===== config.mk =====
export PLATFORM = sky130hd
export DESIGN_NAME = ppc_regs
export DESIGN_NICKNAME = d
export VERILOG_FILES = /design/src/hw/ppc_pkg.sv /design/src/hw/ppc_regs.sv /design/src/hw/ppc_sync.sv
export SDC_FILE = /design/constraint.sdc
export NUM_CORES = 1
export LEC_CHECK = 0
export ABC_AREA = 0
export BUFFER_PORTS_ARGS = -buffer_cell sky130_fd_sc_hd__buf_2
export CAP_MARGIN = 20
export CORE_ASPECT_RATIO = 1.4
export CORE_MARGIN = 1
export CORE_UTILIZATION = 35
export CTS_CLUSTER_DIAMETER = 40
export DETAILED_ROUTE_END_ITERATION = 16
export PLACE_DENSITY = 0.7
export SLEW_MARGIN = 20
export SYNTH_ARGS = -nofsm -noshare
export SYNTH_HDL_FRONTEND = slang
export SYNTH_SLANG_ARGS = --single-unit
export TNS_END_PERCENT = 50

===== constraint.sdc =====
create_clock -name clock -period 2.31 [get_ports clock]
set_input_delay 0.693 -clock clock [delete_from_list [all_inputs] [get_ports clock]]
set_output_delay 0.693 -clock clock [all_outputs]
set_load 0.02 [all_outputs]

===== src/hw/ppc_pkg.sv =====
/*
  Constants for the port PHY control and status register bank: register
  indices, byte address scaling, field positions, masks and reset values.
  Assumes a 32-bit APB slave with one aligned word per register.
*/
`default_nettype none

package ppc_pkg;

  // ----------------------------------------------------------------------
  // Register indices and addressing
  // ----------------------------------------------------------------------
  localparam int          ADDR_W        = 12;
  localparam int          IDX_W         = 10;
  localparam int          IDX_LSB       = 2;
  localparam logic [IDX_W-1:0] IDX_BCTL = 10'h0E4;
  localparam logic [IDX_W-1:0] IDX_BSTA = 10'h0E6;
  localparam logic [IDX_W-1:0] IDX_ADV  = 10'h0EC;
  localparam logic [IDX_W-1:0] IDX_LPA  = 10'h0EE;
  localparam logic [IDX_W-1:0] IDX_CTRL = 10'h0F6;
  localparam logic [IDX_W-1:0] IDX_STAT = 10'h0F8;
  localparam logic [IDX_W-1:0] IDX_RSV_LO = 10'h0FA;
  localparam logic [IDX_W-1:0] IDX_RSV_HI = 10'h0FF;

  // ----------------------------------------------------------------------
  // Port PHY control fields
  // ----------------------------------------------------------------------
  localparam int CT_LED_OFF   = 15;
  localparam int CT_TX_DIS    = 14;
  localparam int CT_RESTART   = 13;
  localparam int CT_MDIX_DIS  = 10;
  localparam int CT_FORCE_MDIX = 9;
  localparam int CT_AN_EN     = 7;
  localparam int CT_SPEED     = 6;
  localparam int CT_DUPLEX    = 5;
  localparam int CT_ADV_HI    = 4;
  localparam logic [15:0] CTRL_MASK  = 16'hE6FF;
  localparam logic [15:0] CTRL_RESET = 16'h00FF;

  // ----------------------------------------------------------------------
  // Port PHY status fields
  // ----------------------------------------------------------------------
  localparam int ST_XALG      = 15;
  localparam int ST_POLARITY  = 13;
  localparam int ST_SPEED     = 10;
  localparam int ST_DUPLEX    = 9;
  localparam int ST_MDI       = 7;
  localparam int ST_AN_DONE   = 6;
  localparam int ST_LINK      = 5;
  localparam logic XALG_RESET = 1'b1;

  // ----------------------------------------------------------------------
  // Alias register fields
  // ----------------------------------------------------------------------
  localparam int BC_LED_OFF   = 0;
  localparam int BC_TX_DIS    = 1;
  localparam int BC_MDIX_DIS  = 3;
  localparam int BC_FORCE_MDIX = 4;
  localparam int BC_XALG      = 5;
  localparam int BC_DUPLEX    = 8;
  localparam int BC_RESTART   = 9;
  localparam int BC_AN_EN     = 12;
  localparam int BC_SPEED     = 13;
  localparam int BS_LINK      = 2;
  localparam int BS_AN_DONE   = 5;
  localparam int AB_PAUSE     = 10;
  localparam int AB_HI        = 8;
  localparam int AB_LO        = 5;
  localparam logic [4:0] AB_SELECTOR = 5'h01;

  // ----------------------------------------------------------------------
  // Synchronised PHY inputs
  // ----------------------------------------------------------------------
  localparam int          PHY_IN_W   = 12;
  localparam logic [11:0] PHY_IN_RST = 12'h100;

endpackage

`default_nettype wire


===== src/hw/ppc_regs.sv =====
/*
  Port PHY control and status register bank with an APB slave, alias views
  of the PHY basic control, basic status, advertisement and partner ability
  registers, and the control levels that steer the PHY and the port LEDs.
  Assumes PHY status levels arrive from another domain and LED activity
  levels come from logic on the same clock.

  // Function
  // Control bit 15 drives all LEDs high
  // Control bit 14 disables the transmitter
  // Writing one to bit 13 restarts negotiation
  // Control bit 10 turns off auto crossover
  // Bit 9 forces crossover only when auto off
  // Bit 7 resets one; zero uses bits 6,5
  // Bit 6 forces 100 or 10 megabit
  // Bit 5 forced duplex; also when negotiation fails
  // Bits 4 to 0 advertise, reset one
  // Control bits alias basic control and advertisement
  // Status bit 15 writable crossover algorithm, reset one
  // Status bit 13 shows reversed polarity
  // Status bit 10 shows 100 megabit speed
  // Status bit 9 shows full duplex
  // Status bits 6,5 negotiation done, link good
  // Status bits 4 to 0 mirror partner ability
  // Offsets 0xFA to 0xFF reserved, read zero
  // Reserved bits read zero, writes ignored
*/
// Decided for this implementation: register access over APB.
`timescale 1ns/10ps
`default_nettype none

module ppc_regs (
  // Clock and reset
  input  wire logic                       clock,
  input  wire logic                       rst,
  // APB slave
  input  wire logic                       psel,
  input  wire logic                       penable,
  input  wire logic                       pwrite,
  input  wire logic [ppc_pkg::ADDR_W-1:0] paddr,
  input  wire logic [31:0]                pwdata,
  input  wire logic [3:0]                 pstrb,
  output logic      [31:0]                prdata,
  output logic                            pready,
  output logic                            pslverr,
  // PHY status levels
  input  wire logic                       phy_polarity_reversed,
  input  wire logic                       phy_speed_100,
  input  wire logic                       phy_full_duplex,
  input  wire logic                       phy_mdi,
  input  wire logic                       phy_an_done,
  input  wire logic                       phy_an_failed,
  input  wire logic                       phy_link_good,
  input  wire logic                       lp_pause,
  input  wire logic                       lp_100_full,
  input  wire logic                       lp_100_half,
  input  wire logic                       lp_10_full,
  input  wire logic                       lp_10_half,
  // LED activity from port logic
  input  wire logic                       led_act_3,
  input  wire logic                       led_act_2,
  input  wire logic                       led_act_1,
  input  wire logic                       led_act_0,
  // LED pins
  output logic                            port_led_3,
  output logic                            port_led_2,
  output logic                            port_led_1,
  output logic                            port_led_0,
  // PHY control levels
  output logic                            tx_disable,
  output logic                            an_restart,
  output logic                            an_enable,
  output logic                            auto_mdix_disable,
  output logic                            force_mdix,
  output logic                            force_speed_100,
  output logic                            duplex_full,
  output logic                            crossover_algorithm_select,
  // Advertised abilities
  output logic                            adv_pause,
  output logic                            adv_100_full,
  output logic                            adv_100_half,
  output logic                            adv_10_full,
  output logic                            adv_10_half
);

  import ppc_pkg::*;

  // ----------------------------------------------------------------------
  // Declarations
  // ----------------------------------------------------------------------
  logic [15:0]         ctrl_reg;
  logic [15:0]         ctrl_next;
  logic                xalg_reg;
  logic                xalg_next;
  logic [31:0]         rdata_reg;
  logic [31:0]         rdata_next;
  logic                err_reg;
  logic                err_next;
  logic [3:0]          led_reg;
  logic                force_mdix_reg;
  logic                duplex_reg;
  logic [PHY_IN_W-1:0] phy_raw;
  logic [PHY_IN_W-1:0] phy_sync;
  logic [IDX_W-1:0]    idx;
  logic                aligned;
  logic                setup_phase;
  logic                wr_en;
  logic                hit_ctrl;
  logic                hit_stat;
  logic                hit_bctl;
  logic                hit_bsta;
  logic                hit_adv;
  logic                hit_lpa;
  logic                hit_rsv;
  logic                mapped;
  logic [15:0]         ctrl_view;
  logic [15:0]         stat_view;
  logic [15:0]         bctl_view;
  logic [15:0]         bsta_view;
  logic [15:0]         adv_view;
  logic [15:0]         lpa_view;
  logic [4:0]          lp_bits;
  logic                s_polarity;
  logic                s_speed;
  logic                s_duplex;
  logic                s_mdi;
  logic                s_an_done;
  logic                s_an_failed;
  logic                s_link;

  // ----------------------------------------------------------------------
  // Byte-lane merge of a 16-bit register image
  // ----------------------------------------------------------------------
  function automatic logic [15:0] merge16(input logic [15:0] old,
                                          input logic [31:0] wd,
                                          input logic [3:0]  strb);
    logic [15:0] res;
    res = old;
    if (strb[0]) begin
      res[7:0] = wd[7:0];
    end
    if (strb[1]) begin
      res[15:8] = wd[15:8];
    end
    return res;
  endfunction

  // ----------------------------------------------------------------------
  // Input synchronisers
  // ----------------------------------------------------------------------
  assign phy_raw = {phy_polarity_reversed, phy_speed_100, phy_full_duplex,
                    phy_mdi, phy_an_done, phy_an_failed, phy_link_good,
                    lp_pause, lp_100_full, lp_100_half, lp_10_full, lp_10_half};

  ppc_sync #(
    .WIDTH   (PHY_IN_W),
    .RST_VAL (PHY_IN_RST)
  ) u_sync (
    .clock (clock),
    .rst   (rst),
    .din   (phy_raw),
    .dout  (phy_sync)
  );

  assign {s_polarity, s_speed, s_duplex, s_mdi, s_an_done, s_an_failed,
          s_link, lp_bits} = phy_sync;

  // ----------------------------------------------------------------------
  // Address decode
  // ----------------------------------------------------------------------
  assign idx         = paddr[ADDR_W-1:IDX_LSB];
  assign aligned     = (paddr[IDX_LSB-1:0] == 2'h0);
  assign setup_phase = psel & ~penable;
  assign wr_en       = psel & penable & pwrite & ~err_reg;
  assign hit_ctrl    = aligned & (idx == IDX_CTRL);
  assign hit_stat    = aligned & (idx == IDX_STAT);
  assign hit_bctl    = aligned & (idx == IDX_BCTL);
  assign hit_bsta    = aligned & (idx == IDX_BSTA);
  assign hit_adv     = aligned & (idx == IDX_ADV);
  assign hit_lpa     = aligned & (idx == IDX_LPA);
  assign hit_rsv     = aligned & (idx >= IDX_RSV_LO) & (idx <= IDX_RSV_HI);
  assign mapped      = hit_ctrl | hit_stat | hit_bctl | hit_bsta | hit_adv
                     | hit_lpa | hit_rsv;

  // ----------------------------------------------------------------------
  // Register views
  // ----------------------------------------------------------------------
  assign ctrl_view = ctrl_reg & CTRL_MASK;

  always_comb begin
    stat_view              = 16'h0000;
    stat_view[ST_XALG]     = xalg_reg;
    stat_view[ST_POLARITY] = s_polarity;
    stat_view[ST_SPEED]    = s_speed;
    stat_view[ST_DUPLEX]   = s_duplex;
    stat_view[ST_MDI]      = s_mdi;
    stat_view[ST_AN_DONE]  = s_an_done;
    stat_view[ST_LINK]     = s_link;
    stat_view[CT_ADV_HI:0] = lp_bits;
  end

  always_comb begin
    bctl_view                = 16'h0000;
    bctl_view[BC_LED_OFF]    = ctrl_reg[CT_LED_OFF];
    bctl_view[BC_TX_DIS]     = ctrl_reg[CT_TX_DIS];
    bctl_view[BC_MDIX_DIS]   = ctrl_reg[CT_MDIX_DIS];
    bctl_view[BC_FORCE_MDIX] = ctrl_reg[CT_FORCE_MDIX];
    bctl_view[BC_XALG]       = xalg_reg;
    bctl_view[BC_DUPLEX]     = ctrl_reg[CT_DUPLEX];
    bctl_view[BC_RESTART]    = ctrl_reg[CT_RESTART];
    bctl_view[BC_AN_EN]      = ctrl_reg[CT_AN_EN];
    bctl_view[BC_SPEED]      = ctrl_reg[CT_SPEED];
  end

  always_comb begin
    bsta_view             = 16'h0000;
    bsta_view[BS_LINK]    = s_link;
    bsta_view[BS_AN_DONE] = s_an_done;
  end

  always_comb begin
    adv_view              = 16'h0000;
    adv_view[AB_PAUSE]    = ctrl_reg[CT_ADV_HI];
    adv_view[AB_HI:AB_LO] = ctrl_reg[CT_ADV_HI-1:0];
    adv_view[CT_ADV_HI:0] = AB_SELECTOR;
  end

  always_comb begin
    lpa_view              = 16'h0000;
    lpa_view[AB_PAUSE]    = lp_bits[CT_ADV_HI];
    lpa_view[AB_HI:AB_LO] = lp_bits[CT_ADV_HI-1:0];
    lpa_view[CT_ADV_HI:0] = AB_SELECTOR;
  end

  // ----------------------------------------------------------------------
  // Write path: one shared store behind the basic control and advertisement aliases
  // ----------------------------------------------------------------------
  always_comb begin
    logic [15:0] w;
    w         = 16'h0000;
    ctrl_next = ctrl_reg;
    xalg_next = xalg_reg;
    ctrl_next[CT_RESTART] = 1'b0;
    if (wr_en) begin
      if (hit_ctrl) begin
        ctrl_next = merge16(ctrl_view, pwdata, pstrb) & CTRL_MASK;
      end else if (hit_stat) begin
        w         = merge16(stat_view, pwdata, pstrb);
        xalg_next = w[ST_XALG];
      end else if (hit_bctl) begin
        w = merge16(bctl_view, pwdata, pstrb);
        ctrl_next[CT_LED_OFF]    = w[BC_LED_OFF];
        ctrl_next[CT_TX_DIS]     = w[BC_TX_DIS];
        ctrl_next[CT_RESTART]    = w[BC_RESTART];
        ctrl_next[CT_MDIX_DIS]   = w[BC_MDIX_DIS];
        ctrl_next[CT_FORCE_MDIX] = w[BC_FORCE_MDIX];
        ctrl_next[CT_AN_EN]      = w[BC_AN_EN];
        ctrl_next[CT_SPEED]      = w[BC_SPEED];
        ctrl_next[CT_DUPLEX]     = w[BC_DUPLEX];
        xalg_next                = w[BC_XALG];
      end else if (hit_adv) begin
        w = merge16(adv_view, pwdata, pstrb);
        ctrl_next[CT_ADV_HI]     = w[AB_PAUSE];
        ctrl_next[CT_ADV_HI-1:0] = w[AB_HI:AB_LO];
      end
    end
  end

  // Restart is a one-cycle pulse; the stored bit clears itself afterwards.
  always_ff @(posedge clock or posedge rst) begin
    if (rst) begin
      ctrl_reg <= CTRL_RESET;
    end else begin
      ctrl_reg <= ctrl_next;
    end
  end

  always_ff @(posedge clock or posedge rst) begin
    if (rst) begin
      xalg_reg <= XALG_RESET;
    end else begin
      xalg_reg <= xalg_next;
    end
  end

  // ----------------------------------------------------------------------
  // Read path and error answer, captured in the setup cycle
  // ----------------------------------------------------------------------
  always_comb begin
    rdata_next = 32'h0000_0000;
    err_next   = ~mapped;
    if (hit_ctrl) begin
      rdata_next[15:0] = ctrl_view;
    end else if (hit_stat) begin
      rdata_next[15:0] = stat_view;
    end else if (hit_bctl) begin
      rdata_next[15:0] = bctl_view;
    end else if (hit_bsta) begin
      rdata_next[15:0] = bsta_view;
    end else if (hit_adv) begin
      rdata_next[15:0] = adv_view;
    end else if (hit_lpa) begin
      rdata_next[15:0] = lpa_view;
    end
  end

  // Capturing in setup gives registered data with no wait state.
  always_ff @(posedge clock or posedge rst) begin
    if (rst) begin
      rdata_reg <= 32'h0000_0000;
      err_reg   <= 1'b0;
    end else if (setup_phase) begin
      rdata_reg <= pwrite ? 32'h0000_0000 : rdata_next;
      err_reg   <= err_next;
    end
  end

  assign prdata  = rdata_reg;
  assign pready  = psel & penable;
  assign pslverr = psel & penable & err_reg;

  // ----------------------------------------------------------------------
  // LED pins
  // ----------------------------------------------------------------------
  always_ff @(posedge clock or posedge rst) begin
    if (rst) begin
      led_reg <= 4'h0;
    end else if (ctrl_reg[CT_LED_OFF]) begin
      led_reg <= 4'hF;
    end else begin
      led_reg <= {led_act_3, led_act_2, led_act_1, led_act_0};
    end
  end

  assign port_led_3 = led_reg[3];
  assign port_led_2 = led_reg[2];
  assign port_led_1 = led_reg[1];
  assign port_led_0 = led_reg[0];

  // ----------------------------------------------------------------------
  // PHY control levels
  // ----------------------------------------------------------------------
  always_ff @(posedge clock or posedge rst) begin
    if (rst) begin
      force_mdix_reg <= 1'b0;
    end else begin
      force_mdix_reg <= ctrl_reg[CT_MDIX_DIS] & ctrl_reg[CT_FORCE_MDIX];
    end
  end

  // Forced duplex wins when negotiation is off or failed to resolve.
  always_ff @(posedge clock or posedge rst) begin
    if (rst) begin
      duplex_reg <= 1'b0;
    end else if (~ctrl_reg[CT_AN_EN] | s_an_failed) begin
      duplex_reg <= ctrl_reg[CT_DUPLEX];
    end else begin
      duplex_reg <= s_duplex;
    end
  end

  assign tx_disable                 = ctrl_reg[CT_TX_DIS];
  assign an_restart                 = ctrl_reg[CT_RESTART];
  assign an_enable                  = ctrl_reg[CT_AN_EN];
  assign auto_mdix_disable          = ctrl_reg[CT_MDIX_DIS];
  assign force_mdix                 = force_mdix_reg;
  assign force_speed_100            = ctrl_reg[CT_SPEED];
  assign duplex_full                = duplex_reg;
  assign crossover_algorithm_select = xalg_reg;
  assign adv_pause                  = ctrl_reg[CT_ADV_HI];
  assign adv_100_full               = ctrl_reg[CT_ADV_HI-1];
  assign adv_100_half               = ctrl_reg[CT_ADV_HI-2];
  assign adv_10_full                = ctrl_reg[CT_ADV_HI-3];
  assign adv_10_half                = ctrl_reg[CT_ADV_HI-4];

endmodule

`default_nettype wire


===== src/hw/ppc_sync.sv =====
/*
  Two flip-flop synchroniser for a group of independent level inputs.
  Assumes each bit is a slow level; bits are not coherent with each other.
*/
`timescale 1ns/10ps
`default_nettype none

module ppc_sync #(
  parameter int         WIDTH   = 1,
  parameter logic [WIDTH-1:0] RST_VAL = '0
) (
  // Clock and reset
  input  wire logic             clock,
  input  wire logic             rst,
  // Levels
  input  wire logic [WIDTH-1:0] din,
  output logic      [WIDTH-1:0] dout
);

  logic [WIDTH-1:0] meta_reg;
  logic [WIDTH-1:0] sync_reg;

  always_ff @(posedge clock or posedge rst) begin
    if (rst) begin
      meta_reg <= RST_VAL;
      sync_reg <= RST_VAL;
    end else begin
      meta_reg <= din;
      sync_reg <= meta_reg;
    end
  end

  assign dout = sync_reg;

endmodule

`default_nettype wire

==> results.cfg, run 1 <==
[run_status]
outcome = complete, no violations

[place]
port_buffers = 83
pre_cts_slack_ps = -346
hpwl_mm = 6.02
gp_congestion = 0.881

[setup_path]
r2r_cells = 4
cp_slowest_stage_delay_ps = 550
worstPathArrival_ps = 2540
critPathCaptureType = flip-flop
crit_chain = buf_2, or4_1, or3_4, or4_4, mux2_1
worstPathBufferInverterCount = 1
slowest_stage = or4_1
worstSetupStartpoint = paddr[11]
worstSetupPathType = in2reg
cp.required_ps = 2560
reg2reg_from = err_reg
r2r_slack_ps = 470
cp_top_family = simple AND/OR/NAND/NOR gates
r2r-end = ctrl_reg[2]
worstPathMaxFanout = 3
start_kind = primary input
path_depth = 5

[grt]
grt_pass1_wl_mm = 12.4
grt_pass1_vias = 2390
antenna_found_initial = 0
grt_max_degree = 61
grt.total_usage_pct = 19.2
grt_remaining_overflow = 0

[layout]
largest_reg_flops = 15
fin_nets = 452
antennaDiodeCount = 0
area_delta_synth_final_pct = 32.0
fill_cells = 785
layout-drive-gt1-share_pct = 39.7

[synth]
synth_top_family_by_area = simple AND/OR/NAND/NOR gates
synthAdderAreaFrac_pct = 0
ys_async_sr_fraction_pct = 100
synth_xor_area_share_pct = 0
synth_compound_gate_area_share_pct = 12.6
synthTopCellsByArea = dfrtp_1, dfstp_2, mux2i_1
postSynthCellCount = 284
synth_top_area_share_pct = 41.0
seq_area_frac_synth_pct = 50.6
muxShareOfSynthArea_pct = 10.2
avgSynthCellArea_um2 = 10.5
syn_area_um2 = 2990
synth_cell_type_count = 53
synth_simple_gate_area_share_pct = 18.5
synth_warnings = 0
synth_top_area_cell = dfrtp_1
synth-edff-count = 0
synth_common_cells = dfrtp_1, nand2_1, buf_4, mux2i_1, clkbuf_1
synth_ff_type = dfrtp_1
synth-seq-cells = 60
yosysMostFrequentCell = dfrtp_1

[pwr]
irDropWorstVdd_mv = 0.380
intPower_w = 0.00222
power.share.clock_pct = 53.8
powerDensity_nw_per_um2 = 721
p_sw_share_pct = 22.1
power_leakage_nw = 1.96
pwr-share-seq_pct = 38.3
p_switching_w = 0.000629
pwr-share-comb_pct = 7.9

[floorplan]
fp.dieH_um = 111
core-area_um2 = 8250
start_util_pct = 36.3
ioPinCount = 120
std_cell_rows = 39
die_area_um2 = 8930
fp.dieW_um = 80.1

[timing]
slew_headroom_pct = 64.3
slew_violations = 0
hold_violations = 0
skew_ps = 7.52
tightest_slew_ps = 531
setup_ws_ps = 26.5
rsz0062_at_grt = false
finalCriticalPeriod_ps = 2280
fmax_mhz = 438
final-setup-viol-count = 0
tns_ps = 0
fin_crit_sh_pct = 98.9

[route]
first_iter_violations = 210
postRouteWirelength_mm = 8.09
vias_per_cell = 5.15
wl_per_cell_um = 16.5
route.detailed.drc = 0
drtAntennaViolNets = 0
dr.pass1.iters = 4
vias = 2522

[cts]
cts.path.max_buffers = 2
clock_latency_ps = 340
cts_sinks = 60
htree_levels = 3
clockRootBuffer = clkbuf_16
cts_buffers = 9
post-cts-setup-buffers = 0
clkTransAtPathRegs_ps = 50
cts_tree = yes

[min_path]
worst_hold_path_type = reg2reg
min_to = u_sync.dout[5]
whs_path_depth = 0
min-delay-start = u_sync.meta_reg[5]

[flow_run]
maxCapViolations = 0
## worst reg2reg max path: stages (launching register included)
cell and delay, ps:
dfrtp_1 380, nand4b_1 220, or3_4 370, or4_4 460
mux2_1 330
## cell type report
| type | count | area [µm²] | share of cell area [%] |
|---|---|---|---|
| inverters | 11 | 41.3 | 1.05 |
| multi-input cells | 195 | 1310 | 33.2 |
| repair buffers | 106 | 613 | 15.5 |
| flip-flops and latches | 60 | 1520 | 38.4 |
| well taps | 102 | 128 | 3.23 |
| clock buffers | 10 | 229 | 5.80 |
| clock inverters | 6 | 113 | 2.85 |
## repair_timing
item	4_1_cts	5_1_grt
resized for setup	0	2
hold buffers	0	0
setup endpoints to repair	0	1
endpoints found under the hold margin	0	0
## cell usage in the layout (no fill, tap or decap), drive strengths merged, types with 10 or more instances in the layout
cell,Yosys,final
o21ai,11,11
nand2,27,27
dfstp,11,11
clkbuf,14,10
buf,20,106
inv,11,11
nand3,11,11
mux2,12,12
mux2i,17,17
conb,1,17
dfrtp,49,49
## worst max-delay path by stage
stage                     slack (ps)           to
after global placement          -350  ctrl_reg[4]
after CTS                          6  ctrl_reg[4]
final                             30  ctrl_reg[2]
after global routing               6  ctrl_reg[0]
after floorplan                 -230  ctrl_reg[0]
after detailed placement        -350  ctrl_reg[4]
## per-layer routing
metal | GRT usage (%) | vias up | share of wire [%]
met2 | 30.5 | 95 | 50
met4 | 9.76 | 0 | 2.8
met5 | 0 | - | 0
met3 | 7.13 | 13 | 6.6
met1 | 22.5 | 1222 | 40
li1 | - | 1192 | -
## cells by family after synthesis
logic type,count (synthesis)
flip-flops,60
AO/OA/AOI/OAI,53
AND/OR/NAND/NOR,96
multiplexers,29
buffers and inverters,45
other,1
## power groups by stage
| stage | registers (W) | clock network [W] | logic, W |
|---|---|---|---|
| finish | 0.00109 | 0.00153 | 0.000225 |
| global route | 0.00109 | 0.00161 | 0.000249 |
| CTS | 0.00109 | 0.00156 | 0.000226 |
| detailed placement | 0.00111 | 0 | 0.000225 |
| global placement | 0.00111 | 0 | 0.000221 |
| floorplan | 0.00111 | 0 | 0.000148 |
## stage by stage
step | util [%] | hold WS (ps) | cells | cell area (µm²) | total power, W
final | 47.9 | 341 | 490 | 3950 | 0.00285
after global placement | 43.6 | 332 | 474 | 3600 | 0.00133
after global routing | 47.9 | 353 | 490 | 3950 | 0.00295
after detailed placement | 43.6 | 335 | 474 | 3600 | 0.00133
after CTS | 47.7 | 344 | 490 | 3940 | 0.00288
after floorplan | - | 331 | 300 | 3050 | 0.00126
Power figures use the tool's default switching activity.
==> run 2: changes to the inputs <==
--- a/config.mk
+++ b/config.mk
@@ -10,10 +10,10 @@
 export CAP_MARGIN = 20
 export CORE_ASPECT_RATIO = 1.4
 export CORE_MARGIN = 1
-export CORE_UTILIZATION = 35
+export CORE_UTILIZATION = 48
 export CTS_CLUSTER_DIAMETER = 40
 export DETAILED_ROUTE_END_ITERATION = 16
-export PLACE_DENSITY = 0.7
+export PLACE_DENSITY = 0.88
 export SLEW_MARGIN = 20
 export SYNTH_ARGS = -nofsm -noshare
 export SYNTH_HDL_FRONTEND = slang
==> run 2 against run 1 <==
Net effect: sequential power hardly changed; sequential cell count is the same; first-iteration DRC count down 11%; largest cell class unchanged.
==> results.cfg, run 2 (synthesis gave the netlist of run 1 again) <==
[timing]
hold_violations = 0
slew_violations = 0
final-setup-viol-count = 0
skew_ps = 5.98
finalCriticalPeriod_ps = 2270
fmax_mhz = 441
setup_ws_ps = 40.5
fin_crit_sh_pct = 98.2
timing.hold.ws_ps = 349
rsz0062_at_grt = false

[route]
vias_per_cell = 5.73
vias = 2629
drtAntennaViolNets = 0
wl_per_cell_um = 17.1
first_iter_violations = 187
dr.pass1.iters = 5
postRouteWirelength_mm = 7.85
route.detailed.drc = 0

[setup_path]
worstSetupPathType = in2reg
worstPathMaxFanout = 3
cp.required_ps = 2570
slowest_stage = or4_1
cp_slowest_stage_delay_ps = 530
worstSetupStartpoint = paddr[11]
start_kind = primary input
critPathCaptureType = flip-flop
crit_chain = buf_2, or4_1, or3_1, or4_4, mux2_1
reg2reg_from = err_reg
worstPathArrival_ps = 2530

[layout]
area_delta_synth_final_pct = 27.0
multi_input_area_um2 = 1300
fill_cells = 495
regArea_um2 = 1520
final_cell_mix = buf_2, dfrtp_1, nand2_1, buf_4
layout-drive-gt1-share_pct = 39.6
layout_commonest_cell = buf_2
fin_nets = 453
antennaDiodeCount = 0
largest_reg_flops = 15

[cts]
cts_buffers = 9
clockRootBuffer = clkbuf_8
cts-resized-gates = 0
ctsHoldBuffers = 0
post-cts-setup-buffers = 0
htree_levels = 3
cts_tree = yes
cts_sinks = 60
clkTransAtPathRegs_ps = 70
clock_latency_ps = 340
cts.path.max_buffers = 2

[place]
hpwl_mm = 5.90
pre_cts_slack_ps = -305
port_buffers = 83
gp_congestion = 0.884

[floorplan]
fp.dieH_um = 95.4
die_area_um2 = 6560
ioPinCount = 120
core-area_um2 = 5950
std_cell_rows = 33
fp.dieW_um = 68.7
start_util_pct = 50.3

[run_status]
outcome = complete, no violations

[flow_run]
maxCapViolations = 0

[grt]
grt_remaining_overflow = 0
grt_pass1_wl_mm = 12.1
grt_pass1_vias = 2466
grt.total_usage_pct = 26.1
grt_max_degree = 61
antenna_found_initial = 0

[pwr]
irDropWorstVdd_mv = 0.619
powerDensity_nw_per_um2 = 624
power_leakage_nw = 1.91

[min_path]
worst_hold_path_type = reg2reg
min-delay-start = u_sync.meta_reg[5]
[run 2: cell types whose count changed in the layout (fill, tap and decap cells not counted)]
| cell | change |
|---|---|
| clkbuf_16 | -9 |
| clkbuf_8 | +9 |
| clkinvlp_4 | +1 |
| inv_6 | +1 |
| bufinv_16 | -1 |
| a211oi_2 | -1 |
| a211oi_1 | +1 |
| or3_1 | +1 |
| or3_4 | -1 |
| buf_12 | +1 |
| clkbuf_1 | -1 |
[run 2: power by group]
group          leakage (nW)  switching (W)  internal (W)
clock                 0.110       0.000442      0.000612
combinational          1.07       0.000143     0.0000868
sequential            0.728      0.0000106       0.00108
[run 2: critical path: cells and delay by family]
family                 cells  cell delay [ps]
buffers and inverters      1              100
multiplexers               1              340
AND/OR/NAND/NOR            3             1390
[run 2: final timing paths]
kind,slack (ps),to,cells past startpoint
setup / recovery,40,ctrl_reg[0],5
hold / removal,350,u_sync.dout[5],0
max in group asynchronous,1600,ctrl_reg[1],3
min in group asynchronous,390,u_sync.dout[7],3
hold reg to reg,350,u_sync.dout[5],0
setup reg to reg,440,ctrl_reg[0],4
[run 2: stage by stage]
stage / instances / util, % / area (µm²) / power [W] / setup TNS, ps
after floorplan: 300 / - / 3050 / 0.00126 / -2150
after CTS: 459 / 63.9 / 3800 / 0.00238 / 0
after global placement: 443 / 60.1 / 3580 / 0.00133 / -2440
after detailed placement: 443 / 60.1 / 3580 / 0.00133 / -2470
after global routing: 459 / 63.9 / 3800 / 0.00245 / 0
final: 459 / 63.9 / 3800 / 0.00237 / 0
[run 2: final cells by class]
cell class | count | share of cell area, %
Clock buffer | 9 | 3.26
Clock inverter | 7 | 2.60
Inverter | 11 | 1.09
Sequential cell | 60 | 39.9
Timing Repair Buffer | 107 | 16.7
Tap cell | 70 | 2.31
Multi-Input combinational cell | 195 | 34.2
[run 2: per-layer routing]
metal / vias to the layer above / track usage [%] / share of wire, %
met5: - / 0 / 0
met4: 0 / 14.3 / 4.6
met3: 31 / 5.62 / 6.5
met2: 142 / 40.8 / 50
met1: 1263 / 33.2 / 38
li1: 1193 / - / -
==> run 3: changes to the inputs <==
--- a/config.mk
+++ b/config.mk
@@ -8,7 +8,6 @@
 export ABC_AREA = 0
 export BUFFER_PORTS_ARGS = -buffer_cell sky130_fd_sc_hd__buf_2
 export CAP_MARGIN = 20
-export CORE_ASPECT_RATIO = 1.4
 export CORE_MARGIN = 1
 export CORE_UTILIZATION = 48
 export CTS_CLUSTER_DIAMETER = 40
==> constraint.sdc (replaced) <==
create_clock -name clock -period 2.31 [get_ports clock]
set_input_delay 0.693 -clock clock [delete_from_list [all_inputs] [get_ports clock]]
set_output_delay 0.693 -clock clock [all_outputs]
set_load 0.005 [all_outputs]
==> run 3 against run 2 <==
Net effect: hold slack worse by 3.7 ps; routed wire length down 3.7%; final cell count up 1.1%; first-iteration DRC count down 8.0%; combinational power down 13%; power down 12%; clock skew about the same; largest cell class unchanged; sequential cell count unchanged; design area down 1.5%; critical path depth unchanged; largest power group unchanged; clock power down 25%; register-to-register slack better by 20 ps.
==> results.cfg, run 3 (synthesis gave the netlist of run 1 again) <==
[floorplan]
std_cell_rows = 28
fp.dieH_um = 80.9
core-area_um2 = 5960
die_area_um2 = 6550
fp.dieW_um = 80.9
start_util_pct = 50.2
ioPinCount = 120

[cts]
clockRootBuffer = clkbuf_8
ctsHoldBuffers = 0
cts.path.max_buffers = 2
htree_levels = 3
cts_buffers = 9
clock_latency_ps = 340
clkTransAtPathRegs_ps = 60
cts_sinks = 60
cts_tree = yes
post-cts-setup-buffers = 0
cts-resized-gates = 0

[route]
postRouteWirelength_mm = 7.56
first_iter_violations = 172
drtAntennaViolNets = 0
wl_per_cell_um = 16.3
vias_per_cell = 5.59
route.detailed.drc = 0
dr.pass1.iters = 5
vias = 2593

[setup_path]
critPathCaptureType = flip-flop
cp_top_family = simple AND/OR/NAND/NOR gates
r2r_slack_ps = 460
crit_chain = buf_2, or4_4, or3_4, or4_4, mux2_1
reg2reg_from = err_reg
path_common_cell = or4_4
worstPathBufferInverterCount = 1
path_depth = 5
cp_slowest_stage_delay_ps = 540
worstSetupPathType = in2reg
cp.required_ps = 2570
worstPathArrival_ps = 2530
r2r_cells = 4
worstPathMaxFanout = 3
worstSetupStartpoint = paddr[11]
r2r-end = ctrl_reg[1]
cp-endpoint = ctrl_reg[1]
slowest_stage = or4_4
start_kind = primary input

[layout]
fin_nets = 453
antennaDiodeCount = 0
area_delta_synth_final_pct = 25.0
fill_cells = 525
layout-drive-gt1-share_pct = 39.6
layout_commonest_cell = buf_2
largest_reg_flops = 15
final_cell_mix = buf_2, dfrtp_1, nand2_1, buf_4
fin_util_pct = 62.8

[grt]
antenna_found_initial = 0
grt_remaining_overflow = 0
grt.total_usage_pct = 25.1
grt_pass1_vias = 2388
grt_pass1_wl_mm = 12.0
grt_max_degree = 61

[timing]
final-setup-viol-count = 0
slew_headroom_pct = 66.6
setup_ws_ps = 43.9
slew_violations = 0
tightest_slew_ps = 498
rsz0062_at_grt = false
fin_crit_sh_pct = 98.1
fmax_mhz = 441
skew_ps = 6.01
finalCriticalPeriod_ps = 2270
hold_violations = 0

[pwr]
power_leakage_nw = 1.88
irDropWorstVdd_mv = 0.476
powerDensity_nw_per_um2 = 555

[place]
gp_congestion = 0.887
pre_cts_slack_ps = -343
hpwl_mm = 5.65
port_buffers = 83

[min_path]
worst_hold_path_type = reg2reg
whs_path_depth = 0

[run_status]
outcome = complete, no violations

[flow_run]
maxCapViolations = 0
==> run 3: per-stage QoR <==
stage | TNS [ps] | hold slack (ps) | power (W) | area [µm²] | instances
2_1_floorplan | -2150 | 331 | 0.00123 | 3050 | 300
3_3_place_gp | -3610 | 332 | 0.00130 | 3570 | 448
3_5_place_dp | -4180 | 335 | 0.00130 | 3570 | 448
4_1_cts | 0 | 348 | 0.00209 | 3730 | 464
5_1_grt | 0 | 355 | 0.00217 | 3740 | 464
6_report | 0 | 345 | 0.00208 | 3740 | 464
==> run 3: routing by layer <==
layer / global-route usage [%] / up-vias / routed length (µm)
met5: 0 / - / 0
met4: 10.2 / 0 / 119
met3: 6.07 / 15 / 552
met2: 38.3 / 127 / 3600
met1: 34.3 / 1254 / 3280
li1: - / 1197 / -
==> run 3: area by class of cell <==
type | instances | area, µm² | area share, %
timing repair buffer | 107 | 621 | 16.6
multi-input combinational | 195 | 1310 | 35.0
clock inverter | 5 | 30.0 | 0.803
tap | 75 | 93.8 | 2.51
clock buffer | 11 | 131 | 3.51
inverter | 11 | 41.3 | 1.10
sequential | 60 | 1520 | 40.5
==> run 3: worst min-delay path by stage <==
stage / slack [ps] / startpoint / end
finish: 350 / u_sync.meta_reg[5] / u_sync.dout[5]
global route: 350 / u_sync.meta_reg[2] / u_sync.dout[2]
CTS: 350 / u_sync.meta_reg[2] / u_sync.dout[2]
detailed placement: 330 / u_sync.meta_reg[2] / u_sync.dout[2]
global placement: 330 / u_sync.meta_reg[9] / u_sync.dout[9]
floorplan: 330 / u_sync.meta_reg[0] / u_sync.dout[0]
==> run 3: where the power goes <==
part	internal, W	total [W]	switching [W]
clock network	0.000383	0.000790	0.000407
registers	0.00108	0.00109	0.00000965
logic	0.0000835	0.000199	0.000116
total	0.00154	0.00208	0.000533
